==> src/hdl/cdb_pkg.sv <==
// Contract
// - CAN fault handling is enabled only while power-off config bit 7 is one.
// - In power latch mode a key rise makes a reset when bit 6 is set.
// - Power-off config bit 5 low enables power latch and safe engine off; default disabled.
// - Key off, latch disabled: bit 4 low drops supplies and relay, high only relay.
// - Bit 3 set masks 5 V undervoltage so stages are not switched off.
// - Bit 2 set makes 5 V undervoltage force the enabled upstream output low.
// - Bit 1 selects watchdog time base: one gives 1/64 kHz, zero 1/39 kHz.
// - Bit 0 gives safe-off priority over latch timer; then bits 4, 5 have no effect; here bit 5 still drives safe_engine_off_en.
// - Bits 5 and 0 choose the power-off source from the four-row table.
// - Coil config bit 7 selects latch or no-latch short-to-supply diagnosis.
// - Coil config bit 6 selects current or voltage short-to-ground diagnosis.
// - Coil config bit 5 doubles diagnosis mask time for stages 13 to 28.
// - Coil config bits 3..0 enable low battery for stages 25, 21, 14, 13.
// - Low battery on stage 21 or 25 forces stages 21 to 28 independent.
// - Bridge config resets to 0x01, own command; bit 0 one means two bridges.
// - Two-bit fault codes: 00 ground, 01 open, 10 supply, 11 no fault.
// - Stage 9-14 register bit 3 shows live watchdog answer pin; bit 2 unused.
// - Stage 19-20 register bits 7 to 4 always read one.
// - Every diagnostic bit clears when its register is read.
// - Single mode stages 21 and 23 swap codes: 00 supply, 10 ground.
// - Bridge mode groups hold eight-bit bridge codes from the fixed set.
// - While the lock bit is one all configuration writes are refused.
package cdb_pkg;

   // ********
   // Register map
   // ********
   localparam logic [3:0] ADDR_STAGE1_4      = 4'h1;
   localparam logic [3:0] ADDR_STAGE19_20    = 4'h2;
   localparam logic [3:0] ADDR_POWER_OFF_CFG = 4'h4;
   localparam logic [3:0] ADDR_STAGE5_8      = 4'h5;
   localparam logic [3:0] ADDR_GROUP21_24    = 4'h6;
   localparam logic [3:0] ADDR_COIL_LB_CFG   = 4'h8;
   localparam logic [3:0] ADDR_STAGE9_14     = 4'h9;
   localparam logic [3:0] ADDR_GROUP25_28    = 4'hA;
   localparam logic [3:0] ADDR_STAGE15_18    = 4'hD;

   localparam int unsigned NUM_DIAG = 7;
   localparam int unsigned DG_STAGE1_4   = 0;
   localparam int unsigned DG_STAGE5_8   = 1;
   localparam int unsigned DG_STAGE9_14  = 2;
   localparam int unsigned DG_STAGE15_18 = 3;
   localparam int unsigned DG_STAGE19_20 = 4;
   localparam int unsigned DG_GROUP21_24 = 5;
   localparam int unsigned DG_GROUP25_28 = 6;
   localparam logic [6:0][3:0] DIAG_ADDR = {ADDR_GROUP25_28, ADDR_GROUP21_24,
      ADDR_STAGE19_20, ADDR_STAGE15_18, ADDR_STAGE9_14, ADDR_STAGE5_8, ADDR_STAGE1_4};

   localparam logic [7:0] RST_POWER_OFF_CFG = 8'h22;
   localparam logic [7:0] RST_COIL_LB_CFG   = 8'h50;
   localparam logic [7:0] RST_BRIDGE_CFG    = 8'h01;
   localparam logic [7:0] COIL_LB_WR_MASK   = 8'hEF;
   localparam logic [7:0] UNMAPPED_READ     = 8'h00;

   // ********
   // Field positions
   // ********
   localparam int unsigned POC_CAN_EN     = 7;
   localparam int unsigned POC_KEYON_RST  = 6;
   localparam int unsigned POC_LATCH_DIS  = 5;
   localparam int unsigned POC_KEEP_ON    = 4;
   localparam int unsigned POC_UV_MASK    = 3;
   localparam int unsigned POC_UV_LOW_OUT = 2;
   localparam int unsigned POC_WD_BASE    = 1;
   localparam int unsigned POC_SEO_PRIO   = 0;
   localparam int unsigned CLC_LATCH_MODE = 7;
   localparam int unsigned CLC_GND_CURR   = 6;
   localparam int unsigned CLC_MASK_X2    = 5;
   localparam int unsigned CLC_LB25       = 3;
   localparam int unsigned CLC_LB21       = 2;
   localparam int unsigned BRG_CFG_BIT    = 0;
   localparam int unsigned D3_ANSWER_BIT  = 3;

   // ********
   // Fault codes
   // ********
   localparam logic [1:0] FC_SHORT_GND    = 2'h0;
   localparam logic [1:0] FC_OPEN_LOAD    = 2'h1;
   localparam logic [1:0] FC_SHORT_SUPPLY = 2'h2;
   localparam logic [1:0] FC_NO_FAULT     = 2'h3;
   localparam logic [7:0] BC_GND_OFF      = 8'h01;
   localparam logic [7:0] BC_SUPPLY_OFF   = 8'h05;
   localparam logic [7:0] BC_OPEN_OFF     = 8'h04;
   localparam logic [7:0] BC_OPEN_ON      = 8'h02;
   localparam logic [7:0] BC_OVERCURR_ON  = 8'h03;
   localparam logic [7:0] BC_RUNNING_ON   = 8'h07;
   localparam logic [7:0] BC_NO_FAULT     = 8'hFF;

   // ********
   // Timing
   // ********
   localparam int unsigned CLK_FREQ_HZ = 100_000_000;
   localparam int unsigned WD_FAST_HZ  = 64_000;
   localparam int unsigned WD_SLOW_HZ  = 39_000;
   localparam int unsigned WD_FAST_CYC = CLK_FREQ_HZ / WD_FAST_HZ;
   localparam int unsigned WD_SLOW_CYC = CLK_FREQ_HZ / WD_SLOW_HZ;

   // ********
   // Carriers
   // ********
   typedef struct packed {
      logic [7:0] stage1_4;
      logic [7:0] stage5_8;
      logic [7:0] stage9_14;
      logic [7:0] stage15_18;
      logic [7:0] stage19_20;
      logic [7:0] group21_24;
      logic [7:0] group25_28;
   } cdb_fault_src_t;

   typedef struct packed {
      logic       can_err_en;
      logic       keyon_latch_reset_en;
      logic       power_hold_en;
      logic       safe_engine_off_en;
      logic       wd_base_fast;
      logic       coil_diag_latch_mode;
      logic       coil_gnd_current_diag;
      logic       mask_time_double;
      logic [3:0] lowbatt_en;
      logic       bridge_mode;
   } cdb_ctrl_t;

   typedef struct packed {
      logic power_off;
      logic supply_off;
      logic main_relay_off;
      logic stages_off_uv;
      logic keyon_reset;
   } cdb_power_t;

endpackage

==> src/hdl/cdb_diag_capture.sv <==
`timescale 1ns/10ps
module cdb_diag_capture
   import cdb_pkg::*;
#(
   parameter int unsigned FIELD_W = 2
)
(
   // Clock and reset
   input  wire logic       ref_clk,
   input  wire logic       reset,
   // Control
   input  wire logic       wide_mode,
   input  wire logic       clear_on_read,
   input  wire logic [7:0] fault_in,
   // Captured value
   output logic      [7:0] value_r
);

   localparam int unsigned NFIELD = 8 / FIELD_W;

   generate
      if ((FIELD_W == 0) || ((8 % FIELD_W) != 0))
      begin : g_bad_width
         $error("cdb_diag_capture: FIELD_W must divide 8");
      end
   endgenerate

   // ********
   // Capture with set over clear
   // ********
   logic [7:0] narrow_nxt;
   logic [7:0] wide_nxt;
   logic [7:0] value_nxt;

   genvar f;
   generate
      for (f = 0; f < NFIELD; f++)
      begin : g_field
         wire [FIELD_W-1:0] code = fault_in[f*FIELD_W +: FIELD_W];
         wire               hit  = (code != {FIELD_W{1'b1}});
         // A fault arriving in the read cycle is kept for the next read.
         assign narrow_nxt[f*FIELD_W +: FIELD_W] = hit ? code :
            clear_on_read ? {FIELD_W{1'b1}} : value_r[f*FIELD_W +: FIELD_W];
      end
   endgenerate

   assign wide_nxt  = (fault_in != BC_NO_FAULT) ? fault_in :
                      clear_on_read ? BC_NO_FAULT : value_r;
   assign value_nxt = wide_mode ? wide_nxt : narrow_nxt;

   always_ff @(posedge ref_clk)
   begin
      if (reset)
         value_r <= BC_NO_FAULT;
      else
         value_r <= value_nxt;
   end

endmodule // cdb_diag_capture

==> src/hdl/cdb_config_diag_bank.sv <==
`timescale 1ns/10ps
module cdb_config_diag_bank
   import cdb_pkg::*;
#(
   parameter int unsigned WD_FAST_PERIOD = WD_FAST_CYC,
   parameter int unsigned WD_SLOW_PERIOD = WD_SLOW_CYC
)
(
   // Clock and reset
   input  wire logic           ref_clk,
   input  wire logic           reset,
   // Register command port
   input  wire logic           wr_en,
   input  wire logic [3:0]     wr_addr,
   input  wire logic [7:0]     wr_data,
   input  wire logic           cps_wr_en,
   input  wire logic [7:0]     cps_wr_data,
   input  wire logic           lock_cmd,
   input  wire logic           unlock_cmd,
   input  wire logic           rd_en,
   input  wire logic [3:0]     rd_addr,
   output logic      [7:0]     rd_data_r,
   output logic                rd_valid_r,
   output logic                lock_status_r,
   // Device status inputs
   input  wire logic           key_on,
   input  wire logic           wd_error,
   input  wire logic           latch_timer_expired,
   input  wire logic           main5v_undervolt,
   input  wire logic           watchdog_answer,
   input  wire logic           can_fault_raw,
   input  wire cdb_fault_src_t fault_src,
   // Upstream serial data path
   input  wire logic           upstream_data_raw,
   input  wire logic           upstream_oe,
   output logic                upstream_data_out_r,
   // Control outputs
   output cdb_ctrl_t           ctrl,
   output cdb_power_t          power_r,
   output logic                can_fault_out_r,
   output logic                wd_base_tick_r
);

   // ********
   // Elaboration checks
   // ********

   generate
      if ((WD_FAST_PERIOD < 2) ||
          (WD_FAST_PERIOD > 65535) ||
          (WD_SLOW_PERIOD < 2) ||
          (WD_SLOW_PERIOD > 65535))
      begin : g_bad_period
         $error("cdb_config_diag_bank: watchdog periods must lie in 2..65535");
      end
   endgenerate

   localparam logic [15:0] FAST_LAST = 16'(WD_FAST_PERIOD - 1);
   localparam logic [15:0] SLOW_LAST = 16'(WD_SLOW_PERIOD - 1);

   // ********
   // Registers
   // ********

   logic [7:0]  poc_r;
   logic [7:0]  clc_r;
   logic [7:0]  brg_r;
   logic        key_prev_r;
   logic [15:0] wd_cnt_r;

   logic        lock_nxt;
   logic [7:0]  poc_nxt;
   logic [7:0]  clc_nxt;
   logic [7:0]  brg_nxt;
   logic [15:0] wd_cnt_nxt;
   cdb_power_t  power_nxt;

   // ********
   // Write decode and lock
   // ********

   // Lock wins over unlock when both arrive together, so a racing pair
   // never leaves the configuration writable by surprise.
   assign lock_nxt = lock_cmd   ? 1'b1 :
                     unlock_cmd ? 1'b0 :
                                  lock_status_r;

   wire wr_ok      = wr_en & ~lock_status_r;
   wire wr_poc     = wr_ok & (wr_addr == ADDR_POWER_OFF_CFG);
   wire wr_clc     = wr_ok & (wr_addr == ADDR_COIL_LB_CFG);
   wire wr_brg     = cps_wr_en & ~lock_status_r;

   assign poc_nxt  = wr_poc ? wr_data : poc_r;
   assign clc_nxt  = wr_clc ? (wr_data & COIL_LB_WR_MASK) :
                              clc_r;
   assign brg_nxt  = wr_brg ? cps_wr_data : brg_r;

   // ********
   // Decoded configuration
   // ********

   wire latch_dis  = poc_r[POC_LATCH_DIS];
   wire seo_prio   = poc_r[POC_SEO_PRIO];
   wire keep_on    = poc_r[POC_KEEP_ON];
   wire direct_off = latch_dis & ~seo_prio;
   wire hold_mode  = ~latch_dis & ~seo_prio;
   wire lb21       = clc_r[CLC_LB21];
   wire lb25       = clc_r[CLC_LB25];

   wire bridge_on  = brg_r[BRG_CFG_BIT] &
                     ~(lb21 | lb25);

   assign ctrl.can_err_en            = poc_r[POC_CAN_EN];
   assign ctrl.keyon_latch_reset_en  = poc_r[POC_KEYON_RST];
   assign ctrl.power_hold_en         = hold_mode;
   assign ctrl.safe_engine_off_en    = ~latch_dis;
   assign ctrl.wd_base_fast          = poc_r[POC_WD_BASE];

   assign ctrl.coil_diag_latch_mode  = clc_r[CLC_LATCH_MODE];
   assign ctrl.coil_gnd_current_diag = clc_r[CLC_GND_CURR];
   assign ctrl.mask_time_double      = clc_r[CLC_MASK_X2];
   assign ctrl.lowbatt_en            = clc_r[3:0];
   assign ctrl.bridge_mode           = bridge_on;

   // ********
   // Power-off policy
   // ********

   // With the safe-off priority bit set, the latch enable and the supply
   // hold bit are ignored and only a watchdog error switches off.
   // The key level of the last cycle gives the rising edge for the reset.
   wire key_rise   = key_on & ~key_prev_r;
   wire timer_off  = hold_mode & ~key_on &
                     latch_timer_expired;
   wire off_event  = direct_off ? ~key_on :
                                  (wd_error | timer_off);

   assign power_nxt.power_off      = off_event;
   assign power_nxt.main_relay_off = off_event;
   assign power_nxt.supply_off     = direct_off ? (~key_on & ~keep_on) :
                                                  off_event;
   assign power_nxt.stages_off_uv  = main5v_undervolt & ~poc_r[POC_UV_MASK];
   assign power_nxt.keyon_reset    = hold_mode & key_rise &
                                     poc_r[POC_KEYON_RST];

   // ********
   // Upstream output and CAN gate
   // ********

   // The forced low hides every read while undervoltage lasts, which is
   // why software normally leaves this option off.
   wire uv_force_low = poc_r[POC_UV_LOW_OUT] & main5v_undervolt &
                       upstream_oe;
   wire upstream_nxt = uv_force_low ? 1'b0 : upstream_data_raw;
   wire can_nxt      = can_fault_raw & poc_r[POC_CAN_EN];

   // ********
   // Watchdog time base
   // ********

   wire [15:0] wd_last = poc_r[POC_WD_BASE] ? FAST_LAST :
                                              SLOW_LAST;
   // A switch to the shorter base while above its end wraps at once
   // rather than running the counter round its full range.
   wire        wd_wrap = (wd_cnt_r >= wd_last);
   assign wd_cnt_nxt   = wd_wrap ? 16'h0000 :
                                   (wd_cnt_r + 16'h0001);

   // ********
   // Fault source conditioning
   // ********

   function automatic logic [1:0] swap_gnd_supply(input logic [1:0] code);
   begin
      swap_gnd_supply = {code[1] ^ ~code[0], code[0]};
   end
   endfunction

   function automatic logic [7:0] bridge_filter(input logic [7:0] code);
      case (code)
         BC_GND_OFF,
         BC_SUPPLY_OFF,
         BC_OPEN_OFF,
         BC_OPEN_ON,
         BC_OVERCURR_ON,
         BC_RUNNING_ON: bridge_filter = code;
         default:                       bridge_filter = BC_NO_FAULT;
      endcase
   endfunction

   // Sources present two-bit codes in the common encoding; only stages 21
   // and 23 are translated into their own register encoding.
   wire [7:0] g21_single = {fault_src.group21_24[7:6],
                            swap_gnd_supply(fault_src.group21_24[5:4]),
                            fault_src.group21_24[3:2],
                            swap_gnd_supply(fault_src.group21_24[1:0])};
   // Unused bridge codes are dropped so a read never shows a meaningless code.
   wire [7:0] g21_in     = bridge_on ? bridge_filter(fault_src.group21_24)
                                     : g21_single;
   wire [7:0] g25_in     = bridge_on ? bridge_filter(fault_src.group25_28)
                                     : fault_src.group25_28;

   logic [NUM_DIAG-1:0][7:0] diag_in;
   logic [NUM_DIAG-1:0][7:0] diag_val;
   logic [NUM_DIAG-1:0][7:0] diag_view;
   logic [NUM_DIAG-1:0]      diag_wide;
   logic [NUM_DIAG-1:0]      diag_hit;

   assign diag_in[DG_STAGE1_4]   = fault_src.stage1_4;
   assign diag_in[DG_STAGE5_8]   = fault_src.stage5_8;
   assign diag_in[DG_STAGE9_14]  = {fault_src.stage9_14[7:4], 2'h3,
                                    fault_src.stage9_14[1:0]};
   assign diag_in[DG_STAGE15_18] = fault_src.stage15_18;
   assign diag_in[DG_STAGE19_20] = {4'hF,
                                    fault_src.stage19_20[3:0]};
   assign diag_in[DG_GROUP21_24] = g21_in;
   assign diag_in[DG_GROUP25_28] = g25_in;

   assign diag_wide = {bridge_on, bridge_on, 5'h00};

   // ********
   // Diagnostic capture registers
   // ********

   genvar d;
   generate
      for (d = 0; d < NUM_DIAG; d++)
      begin : g_diag
         // A read clears only the register that it addresses.
         assign diag_hit[d] = rd_en &
                              (rd_addr == DIAG_ADDR[d]);
         cdb_diag_capture #(
            .FIELD_W       (2)
         ) u_cap (
            .ref_clk       (ref_clk),
            .reset         (reset),
            .wide_mode     (diag_wide[d]),
            .clear_on_read (diag_hit[d]),
            .fault_in      (diag_in[d]),
            .value_r       (diag_val[d])
         );
      end
   endgenerate

   assign diag_view[DG_STAGE1_4]   = diag_val[DG_STAGE1_4];
   assign diag_view[DG_STAGE5_8]   = diag_val[DG_STAGE5_8];
   assign diag_view[DG_STAGE9_14]  = {diag_val[DG_STAGE9_14][7:4], watchdog_answer,
                                      1'b0, diag_val[DG_STAGE9_14][1:0]};
   assign diag_view[DG_STAGE15_18] = diag_val[DG_STAGE15_18];
   assign diag_view[DG_STAGE19_20] = {4'hF, diag_val[DG_STAGE19_20][3:0]};
   assign diag_view[DG_GROUP21_24] = diag_val[DG_GROUP21_24];
   assign diag_view[DG_GROUP25_28] = diag_val[DG_GROUP25_28];

   // ********
   // Read selection
   // ********

   logic [NUM_DIAG:0][7:0] diag_acc;

   assign diag_acc[0] = 8'h00;
   generate
      for (d = 0; d < NUM_DIAG; d++)
      begin : g_rdsel
         assign diag_acc[d+1] = diag_acc[d] |
                                (diag_hit[d] ? diag_view[d] : 8'h00);
      end
   endgenerate

   wire       any_diag = |diag_hit;
   wire [7:0] rd_mux   = (rd_addr == ADDR_POWER_OFF_CFG) ? poc_r :
                         (rd_addr == ADDR_COIL_LB_CFG)   ? clc_r :
                         any_diag                        ? diag_acc[NUM_DIAG] :
                                                           UNMAPPED_READ;

   // ********
   // Configuration and lock state
   // ********

   always_ff @(posedge ref_clk)
   begin
      if (reset)
      begin
         poc_r         <= RST_POWER_OFF_CFG;
         clc_r         <= RST_COIL_LB_CFG;
         brg_r         <= RST_BRIDGE_CFG;
         lock_status_r <= 1'b0;
      end
      else
      begin
         poc_r         <= poc_nxt;
         clc_r         <= clc_nxt;
         brg_r         <= brg_nxt;
         lock_status_r <= lock_nxt;
      end
   end

   // ********
   // Read data
   // ********

   always_ff @(posedge ref_clk)
   begin
      if (reset)
      begin
         rd_data_r  <= 8'h00;
         rd_valid_r <= 1'b0;
      end
      else
      begin
         rd_data_r  <= rd_en ? rd_mux : rd_data_r;
         rd_valid_r <= rd_en;
      end
   end

   // ********
   // Power, pin and time base outputs
   // ********

   always_ff @(posedge ref_clk)
   begin
      if (reset)
      begin
         power_r             <= '0;
         key_prev_r          <= 1'b0;
         upstream_data_out_r <= 1'b1;
         can_fault_out_r     <= 1'b0;
         wd_cnt_r            <= 16'h0000;
         wd_base_tick_r      <= 1'b0;
      end
      else
      begin
         power_r             <= power_nxt;
         key_prev_r          <= key_on;
         upstream_data_out_r <= upstream_nxt;
         can_fault_out_r     <= can_nxt;
         wd_cnt_r            <= wd_cnt_nxt;
         wd_base_tick_r      <= wd_wrap;
      end
   end

endmodule // cdb_config_diag_bank

==> config.mk <==
export PLATFORM = sky130hd
export DESIGN_NAME = cdb_config_diag_bank
export DESIGN_NICKNAME = d
export VERILOG_FILES = /design/src/hdl/cdb_pkg.sv /design/src/hdl/cdb_diag_capture.sv /design/src/hdl/cdb_config_diag_bank.sv
export SDC_FILE = /design/constraint.sdc
export NUM_CORES = 1
export LEC_CHECK = 0
export BUFFER_PORTS_ARGS = -buffer_cell sky130_fd_sc_hd__buf_2
export CAP_MARGIN = 20
export CORE_MARGIN = 3
export CORE_UTILIZATION = 50
export DETAILED_ROUTE_END_ITERATION = 7
export GPL_TIMING_DRIVEN = 1
export PLACE_DENSITY_LB_ADDON = 0.12
export SKIP_CTS_REPAIR_TIMING = 1
export SLEW_MARGIN = 20
export SYNTH_ARGS = -nofsm -noshare
export SYNTH_HDL_FRONTEND = slang
export SYNTH_HIERARCHICAL = 1
export SYNTH_SLANG_ARGS = --single-unit
==> constraint.sdc <==
create_clock -name ref_clk -period 1.9 [get_ports ref_clk]
set_input_delay 0.095 -clock ref_clk [delete_from_list [all_inputs] [get_ports ref_clk]]
set_output_delay 0.095 -clock ref_clk [all_outputs]
set_load 0.01 [all_outputs]
# [After elaboration in Yosys (flattened, before gate mapping)]
# Index checks and enable logic that the tools add are counted.
[totals] regBits=101 out_inout_bits=31 input_bits=95 elab_cells=234
[classes] mux=58 bitwise=44 magnitude_cmp=1 n_reduce_logical=38 addsub=1 n_eq_ne=52
[ops] cell="$mux 8" count=20
[ops] cell="$mux 2" count=32
[ops] cell="$ne 2x2->1 const B" count=25
[ops] cell="$eq 8x3->1 const B" count=6
[ops] cell="$or 8x8->8" count=6
[ops] cell="$reduce_bool 2->1" count=18
[ops] cell="$eq 8x2->1 const B" count=4
[ops] cell="$and 1x1->1" count=24
[ops] cell="$reduce_bool 3->1" count=8
[ops] cell="$eq 4x4->1 const B" count=5
[ops] cell="$add 16x1->16 const B" count=1
[ops] cell="$eq 4x3->1 const B" count=4
[ops] cell="$eq 8x1->1 const B" count=2
[ops] cell="$ge 16x12->1" count=1
[ops] cell="$ne 8x8->1 const B" count=2
[ops] cell="$reduce_and 2->1" count=8
[ops] cell="$mux 12" count=1
[ops] cell="$reduce_or 6->1" count=2
[ops] cell="$not 1->1" count=10
[ops] cell="$reduce_or 7->1" count=1
[ops] cell="$ne 3x1->1 const B" count=2
[ops] cell="$mux 1" count=5
[ops] cell="$eq 4x1->1 const B" count=1
[ops] cell="$eq 4x2->1 const B" count=1
[ops] cell="3 further kinds" count=5

# [Longest topological paths before layout]
# Gate-level depths: netlist of run 1.
[logic_depth] depth_word=12 depth_mapped=9 ltp_nobuf=9

# [Hierarchy]
# The synthesis of run 1 kept the hierarchy.
[by_module_without_submodules] module="cdb_config_diag_bank" seq_area_each_um2=1021.0 cells_each=346 n_inst=1 area_per_inst_um2=2921.6
[by_module_without_submodules] module="cdb_diag_capture" seq_area_each_um2=160.2 cells_each=47 n_inst=7 area_per_inst_um2=404.1

# [Least setup slack after synthesis of run 1]
# Ideal clock, no wire load.
[synth_timing] kind="register to register" startpoint="reg clc_r[2]" endpoint="reg g_diag[6].u_cap.value_r[6]" period_less_slack_ns=2.078 n_path_buf=0 required_time_ns=1.750 setup_slack_ns=-0.178 stages_incl_launch_ff=9 setup_ns=0.150 t_arrival_ns=1.928 path_cell_list="dfxtp_1 > nor2_1 > nand2_1 > inv_1 > o31ai_2 > nand2_1 > or4b_1 > a21oi_1 > a41oi_1"
[synth_via] elab_chain_len=7 word_cells_on_any_way=12 classes_between="3 x eq/ne; 4 x mux; 3 x bitwise; 2 x reduce/logical"
[synth_rtl] element="from (decl)" line_no="cdb_config_diag_bank.sv:66" source="logic [7:0] clc_r;"
[synth_rtl] element="from (signal assigned)" line_no="cdb_config_diag_bank.sv:291" source="clc_r <= clc_nxt;"
[synth_rtl] element="$or 1x1->1 *" line_no="cdb_config_diag_bank.sv:111" source="~(lb21 | lb25);"
[synth_rtl] element="$not 1->1 *" line_no="cdb_config_diag_bank.sv:111"
[synth_rtl] element="$and 1x1->1 *" line_no="cdb_config_diag_bank.sv:110" source="wire bridge_on = brg_r[BRG_CFG_BIT] &"
[synth_rtl] element="via bridge_on" line_no="cdb_config_diag_bank.sv:110"
[synth_rtl] element="$mux 8 *" line_no="cdb_config_diag_bank.sv:200" source="wire [7:0] g25_in = bridge_on ? bridge_filter(fault_src.group25_28)"
[synth_rtl] element="via g25_in[7]" line_no="cdb_config_diag_bank.sv:200"
[synth_rtl] element="$ne 8x8->1 or $ne 2x2->1 (tied branches)" line_no="cdb_diag_capture.sv:47, cdb_diag_capture.sv:40"
[synth_rtl] element="$ne 3x1->1 (no source line), or another cell as far along"
[synth_rtl] element="$reduce_and 2->1 (no source line) or $mux 8 (tied branches)"
[synth_rtl] element="to (signal assigned)" line_no="cdb_diag_capture.sv:56" source="value_r <= value_nxt;"
[synth_rtl] element="to (decl)" line_no="cdb_diag_capture.sv:16" source="output logic [7:0] value_r"
# The timed path passes the listed nets; every way through them passes the cells marked *.
# A chain may end at the register's enable or synchronous reset.

# [Worst setup path in the final report of run 1]
[layout_timing] startpoint="reg clc_r[2]" endpoint="reg g_diag[6].u_cap.value_r[6]"
[layout_via] elab_chain_len=7 word_cells_on_any_way=12 classes_between="3 x eq/ne; 4 x mux; 3 x bitwise; 2 x reduce/logical"
[layout_rtl] element="$or 1x1->1 *" line_no="cdb_config_diag_bank.sv:111"
[layout_rtl] element="$not 1->1 *" line_no="cdb_config_diag_bank.sv:111"
[layout_rtl] element="$and 1x1->1 *" line_no="cdb_config_diag_bank.sv:110"
[layout_rtl] element="$mux 8 *" line_no="cdb_config_diag_bank.sv:200"
[layout_rtl] element="via g25_in[7]" line_no="cdb_config_diag_bank.sv:200"
[layout_rtl] element="$ne 8x8->1 or $ne 2x2->1 (tied branches)" line_no="cdb_diag_capture.sv:47, cdb_diag_capture.sv:40"
[layout_rtl] element="$ne 3x1->1 (no source line), or another cell as far along"
[layout_rtl] element="$reduce_and 2->1 (no source line) or $mux 8 (tied branches)"
# Marked as above.

==> run_results.csv, run 1 <==
group,metric,value,unit
pwr,powerDensity,640.8,mW/mm^2
layout,stdcell_count,985,
critical_path,regToRegStartpoint,"clc_r[2]$_SDFFE_PP0P_",
sta,relSlewSlack,62.93,%
pwr,finalPower,4494,uW
die,num_rows,37,
pwr,power_switching_share,31.34,%
global_routing,grt_first_pass_wirelength,25.52,mm
pwr,leakagePower,0.003205,uW
critical_path,critPathKind,"flop to flop",
pwr,ir_drop,0.0003858,V
pwr,combPwrFrac,16.8,%
sta,slew_violations,0,
critical_path,crit-reg2reg-capture,"g_diag[6].u_cap/value_r[6]$_SDFFE_PP1P_",
critical_path,rr_worst_depth,9,
global_routing,first_global_vias,5190,
sta,fin_crit,1.789,ns
pwr,p_seq_share,51.0,%
placement,dpl.cell_count,948,
sta,fin_worst_skew,0.01865,ns
critical_path,critPathCaptureType,"flop",
synth,syn-instance-count,643,
route,drc,0,
placement,io_buffer_count,112,
cts,clockRootBuffer,"clkbuf_8",
synth,synth.avg_cell_area,8.478,um^2
global_routing,antenna_found_initial,0,
route,routed_wl,15.93,mm
die,dieArea,0.01219,mm^2
sta,timing.final.ws_setup,0.1108,ns
cts,cts_tree,"done",
critical_path,crit_arrival,2.06,ns
route,first_iter_violations,324,
synth,synth_warnings,6,
critical_path,crit_path_start,"clc_r[2]$_SDFFE_PP0P_",
sta,setup_viol_count_final,0,
cts,numCtsBuffers,9,
run,max_cap_viol_count,0,
layout,regArea,0.002022,mm^2
route,routed_via_density,5.612,
sta,timing.fmax,0.5589,GHz
sta,worst_slew_pin_slew,0.5554,ns
die,dieWidth,110.4,um
layout,antenna_cells,0,
min_path,hold_class,"input pin to flop",
layout,nets,950,
die,initial_core_util,52.10,%
sta,hold_violations,5,
synth,synth_area,0.005451,mm^2
pwr,switchingPower,1408,uW
critical_path,crit_end,"g_diag[6].u_cap/value_r[6]$_SDFFE_PP1P_",
global_routing,globalRouteOverflowTotal,0,
cts,clock_sinks,101,
global_routing,grtUsageMet3,4.329,%
global_routing,busiest_layer,"met2",
die,die_y,110.4,um
pwr,clock_power_share,32.2,%
cts,htree_levels,3,
critical_path,rrSetupSlack,0.11,ns
placement,dp_hpwl,12.03,mm
cts,clk_pin_slew,0.11,ns
global_routing,grt_max_degree,24,
critical_path,worst_ep_required_time,2.18,ns
cts,clk_latency,0.40,ns
cts,clockBufferDepth,2,
layout,drive_above_1_share,23.20,%
critical_path,crit_path_max_fanout,8,
sta,whs,-0.02458,ns
placement,gp_congestion,0.9069,
layout,multi_input_area,0.003515,mm^2
layout,fillers,888,
route,first_pass_iters,5,
global_routing,gr-usage-met2,42.03,%
global_routing,met1_usage,33.28,%
route,wl_per_cell,16.17,um
sta,post-route-period-util,94.17,%
route,ant_nets,0,
placement,detailedPlace.worstSlack,-0.05889,ns
die,core_region_area,0.01046,mm^2
layout,syn2layout_area_growth,28.64,%
global_routing,track_usage,25.10,%
outcome,violations,"negative hold slack",
outcome,status,"finished, violations left",
pwr,p_int,3085,uW
critical_path,startpoint_type,"flop",
die,io_pins,126,
route,vias,5528,
metal layers:
metal	share of wire, %	vias to the layer above
met2	48	173
met4	1.5	0
met1	44	2601
li1	-	2732
met3	5.5	22
met5	0	-
per-stage QoR:
stage	utilization (%)	cell area, um^2	setup TNS [ns]
CTS	63.86	6681	-0.7767
detailed placement	61.85	6471	-0.4615
finish	67.03	7013	0
floorplan	-	5679	0
global route	67.03	7013	-0.003638
global placement	61.85	6471	0
layout make-up:
cell class,instances,area share (%)
Clock buffer,9,1.766
Clock inverter,7,1.231
Inverter,17,0.9634
Multi-Input combinational cell,550,50.12
Sequential cell,101,28.83
Tap cell,136,2.426
Timing Repair Buffer,165,14.67
placed cells by master (no fill, tap or decap), types with 3 or more instances in the layout:
master,n
buf_2,112
dfxtp_1,101
a21oi_1,92
nor2_1,89
conb_1,61
nand2_1,41
or4b_1,34
buf_4,30
and4b_1,25
mux2i_1,23
dlygate4sd3_1,20
inv_1,16
nand3_1,15
a22oi_1,11
ha_1,11
o21ai_0,10
clkbuf_8,9
and3_1,8
xor2_1,8
nand4_1,8
nor3_1,7
nor3b_1,6
nand4bb_1,6
a41oi_1,6
nand3b_1,5
a31oi_1,5
nor2b_1,5
nand2b_1,4
nor2_2,4
nand2_4,4
a211oi_1,4
o221ai_1,4
nor4b_1,3
a21o_1,3
or2_2,3
xnor2_1,3
a221oi_1,3
clkinv_8,3
critical path, cell delays in order (launching register included):
cell and delay [ns]:
dfxtp_1 0.34, nor2_2 0.11, nand2_2 0.10, clkinvlp_4 0.14, o31ai_2 0.08, buf_6 0.16
nand2_4 0.08, or4b_4 0.47, a21oi_2 0.16, a41oi_1 0.05
power groups by stage:
stage          clock, uW  sequential, uW  combinational, uW
2_1_floorplan          0            2310                396
3_3_place_gp           0            2330                647
3_5_place_dp           0            2340                670
4_1_cts             1460            2290                674
5_1_grt             1550            2300                836
6_report            1450            2290                756
state kept, by name, indices dropped and copies added (netlist names):
signal / flops
key_prev_r: 1
wd_base_tick_r: 1
upstream_data_out_r: 1
rd_valid_r: 1
wd_cnt_r: 16
can_fault_out_r: 1
clc_r: 8
brg_r: 1
lock_status_r: 1
power_r: 4
g_diag.u_cap/value_r: 50
poc_r: 8
rd_data_r: 8
how the worst min path moves through the flow:
stage	slack, ns	endpoint	start	depth (start not counted)
final	-0.02	g_diag[4].u_cap/value_r[1]$_SDFFE_PP1P_	fault_src[17]	3
after global routing	0.0006	g_diag[4].u_cap/value_r[1]$_SDFFE_PP1P_	fault_src[17]	3
after CTS	-0.09	upstream_data_out_r$_SDFF_PP1_	upstream_data_raw	3
after detailed placement	0.31	upstream_data_out_r$_SDFF_PP1_	upstream_data_raw	3
after global placement	0.29	upstream_data_out_r$_SDFF_PP1_	upstream_data_raw	3
after floorplan	0.17	power_r[2]$_SDFF_PP0_	reset	1
Note: power is estimated with default switching activity, not from simulation.
==> run 2: changes to the inputs <==
--- a/config.mk
+++ b/config.mk
@@ -12,6 +12,7 @@
 export DETAILED_ROUTE_END_ITERATION = 7
 export GPL_TIMING_DRIVEN = 1
 export PLACE_DENSITY_LB_ADDON = 0.12
+export REMOVE_ABC_BUFFERS = 1
 export SKIP_CTS_REPAIR_TIMING = 1
 export SLEW_MARGIN = 20
 export SYNTH_ARGS = -nofsm -noshare
==> run 2 against run 1 <==
Effect of this change: register-to-register slack lost 0.09 ns; critical path depth down 2; the run still ends with negative hold slack left; core utilization is 0.32 points lower; global-route usage increased by 0.23 points; via count rose by 1.3%; largest power group unchanged; first-iteration DRC count increased by 55%; worst hold slack improved by 0.011 ns; count of clock-buffer cells in the layout up 2; setup slack lost 0.092 ns; power shrank 0.43%; clock power hardly changed.
==> run_results.csv, run 2 (same netlist as run 1, synthesis figures left out) <==
group,metric,value,unit
cts,cts_tree,"done",
critical_path,crit-reg2reg-capture,"wd_cnt_r[10]$_SDFF_PP0_",
pwr,ir_drop,0.0006180,V
global_routing,grt_first_pass_wirelength,25.76,mm
global_routing,globalRouteOverflowTotal,0,
outcome,violations,"negative hold slack",
layout,antenna_cells,0,
sta,fin_crit,1.882,ns
die,io_pins,126,
layout,final_common_cell,"buf_2",
critical_path,crit_arrival,2.21,ns
cts,clockRootBuffer,"clkbuf_8",
critical_path,crit_end,"wd_cnt_r[10]$_SDFF_PP0_",
sta,timing.final.ws_setup,0.01846,ns
sta,worst_slew_pin_slew,0.5867,ns
sta,post-route-period-util,99.03,%
layout,drive_above_1_share,22.33,%
die,die_y,110.4,um
pwr,leakagePower,0.003193,uW
global_routing,track_usage,25.33,%
route,first_iter_violations,502,
layout,nets,952,
critical_path,crit_path_start,"poc_r[1]$_SDFFE_PP1P_",
cts,clockBufferDepth,2,
critical_path,worst_ep_required_time,2.23,ns
die,dieArea,0.01219,mm^2
sta,setup_viol_count_final,0,
route,ant_nets,0,
layout,largest_reg_flops,50,
sta,fin_worst_skew,0.01185,ns
run,max_cap_viol_count,0,
critical_path,regToRegStartpoint,"poc_r[1]$_SDFFE_PP1P_",
critical_path,critPathKind,"flop to flop",
layout,syn2layout_area_growth,28.02,%
outcome,status,"finished, violations left",
pwr,powerDensity,641.1,mW/mm^2
die,num_rows,37,
critical_path,critPathCaptureType,"flop",
route,routed_wl,16.14,mm
placement,dp_hpwl,12.11,mm
sta,slew_violations,0,
sta,whs,-0.01323,ns
layout,top_regs,"g_diag.u_cap/value_r x50, wd_cnt_r x16",
sta,relSlewSlack,60.81,%
layout,final_cell_mix,"buf_2 (112), dfxtp_1 (100), a21oi_1 (93)",
placement,detailedPlace.worstSlack,-0.01220,ns
route,first_pass_iters,5,
placement,io_buffer_count,112,
route,routed_via_density,5.674,
cts,clock_sinks,101,
layout,top_register,"g_diag.u_cap/value_r",
global_routing,first_global_vias,5298,
global_routing,antenna_found_initial,0,
pwr,finalPower,4475,uW
sta,timing.fmax,0.5315,GHz
route,drc,0,
cts,numCtsBuffers,9,
placement,gp_congestion,0.8694,
die,dieWidth,110.4,um
critical_path,rrSetupSlack,0.02,ns
layout,fillers,930,
critical_path,startpoint_type,"flop",
min_path,hold_class,"input pin to flop",
critical_path,rr_worst_depth,7,
sta,hold_violations,3,
cts,clk_pin_slew,0.09,ns
cts,htree_levels,3,
critical_path,crit_path_max_fanout,11,
cts,clk_latency,0.39,ns
global_routing,grt_max_degree,30,
route,vias,5600,
die,initial_core_util,52.10,%
route,wl_per_cell,16.35,um
die,core_region_area,0.01046,mm^2
## run 2: stage by stage
step	hold WS, ns	instance area (um^2)	utilization, %	setup TNS, ns	instances
after floorplan	0.1639	5474	-	-1.994	667
after global placement	0.2921	6465	61.79	0	948
after detailed placement	0.3129	6465	61.79	-0.02356	948
after CTS	-0.08903	6675	63.80	0	964
after global routing	0.01321	6979	66.71	-1.099	987
final	-0.01323	6979	66.71	0	987
## run 2: layout make-up
type                    instances  area [um^2]  area share, %
inverters                      17        63.81         0.9143
repair buffers                168         1056          15.13
flip-flops and latches        101         2023          28.99
clock buffers                  11        151.4          2.169
multi-input cells             549         3456          49.52
clock inverters                 5        58.81         0.8426
well taps                     136        170.2          2.438
## run 2: worst min path at each step
stage | from | cells after the start | slack [ns] | endpoint
final | fault_src[40] | 3 | -0.01 | g_diag[1].u_cap/value_r[0]$_SDFFE_PP1P_
after global placement | upstream_data_raw | 3 | 0.29 | upstream_data_out_r$_SDFF_PP1_
after detailed placement | upstream_data_raw | 3 | 0.31 | upstream_data_out_r$_SDFF_PP1_
after global routing | fault_src[40] | 3 | 0.01 | g_diag[1].u_cap/value_r[0]$_SDFFE_PP1P_
after floorplan | reset | 1 | 0.16 | rd_data_r[1]$_SDFFE_PP0P_
after CTS | upstream_data_raw | 3 | -0.09 | upstream_data_out_r$_SDFF_PP1_
## run 2: where the power goes
part	leakage (uW)	internal, uW	switching [uW]	total [uW]
logic	0.00226	339	408	747
clock network	0.000102	680	758	1440
registers	0.000831	2210	78.3	2290
## run 2: layer usage
layer | track usage [%] | wire (um) | up-vias
met5 | 0 | 0 | -
met4 | 7.389 | 307 | 0
met3 | 6.247 | 994 | 30
met2 | 42.64 | 7877 | 184
met1 | 32.14 | 6956 | 2660
li1 | - | - | 2726
## run 2: worst max-delay path, stage by stage, from the launching register on
cell	delay, ns
dfxtp_2	0.35
ha_1	0.33
a2111oi_4	0.38
nor2_1	0.12
o31ai_2	0.27
nand2_1	0.09
buf_4	0.19
nor2_1	0.10
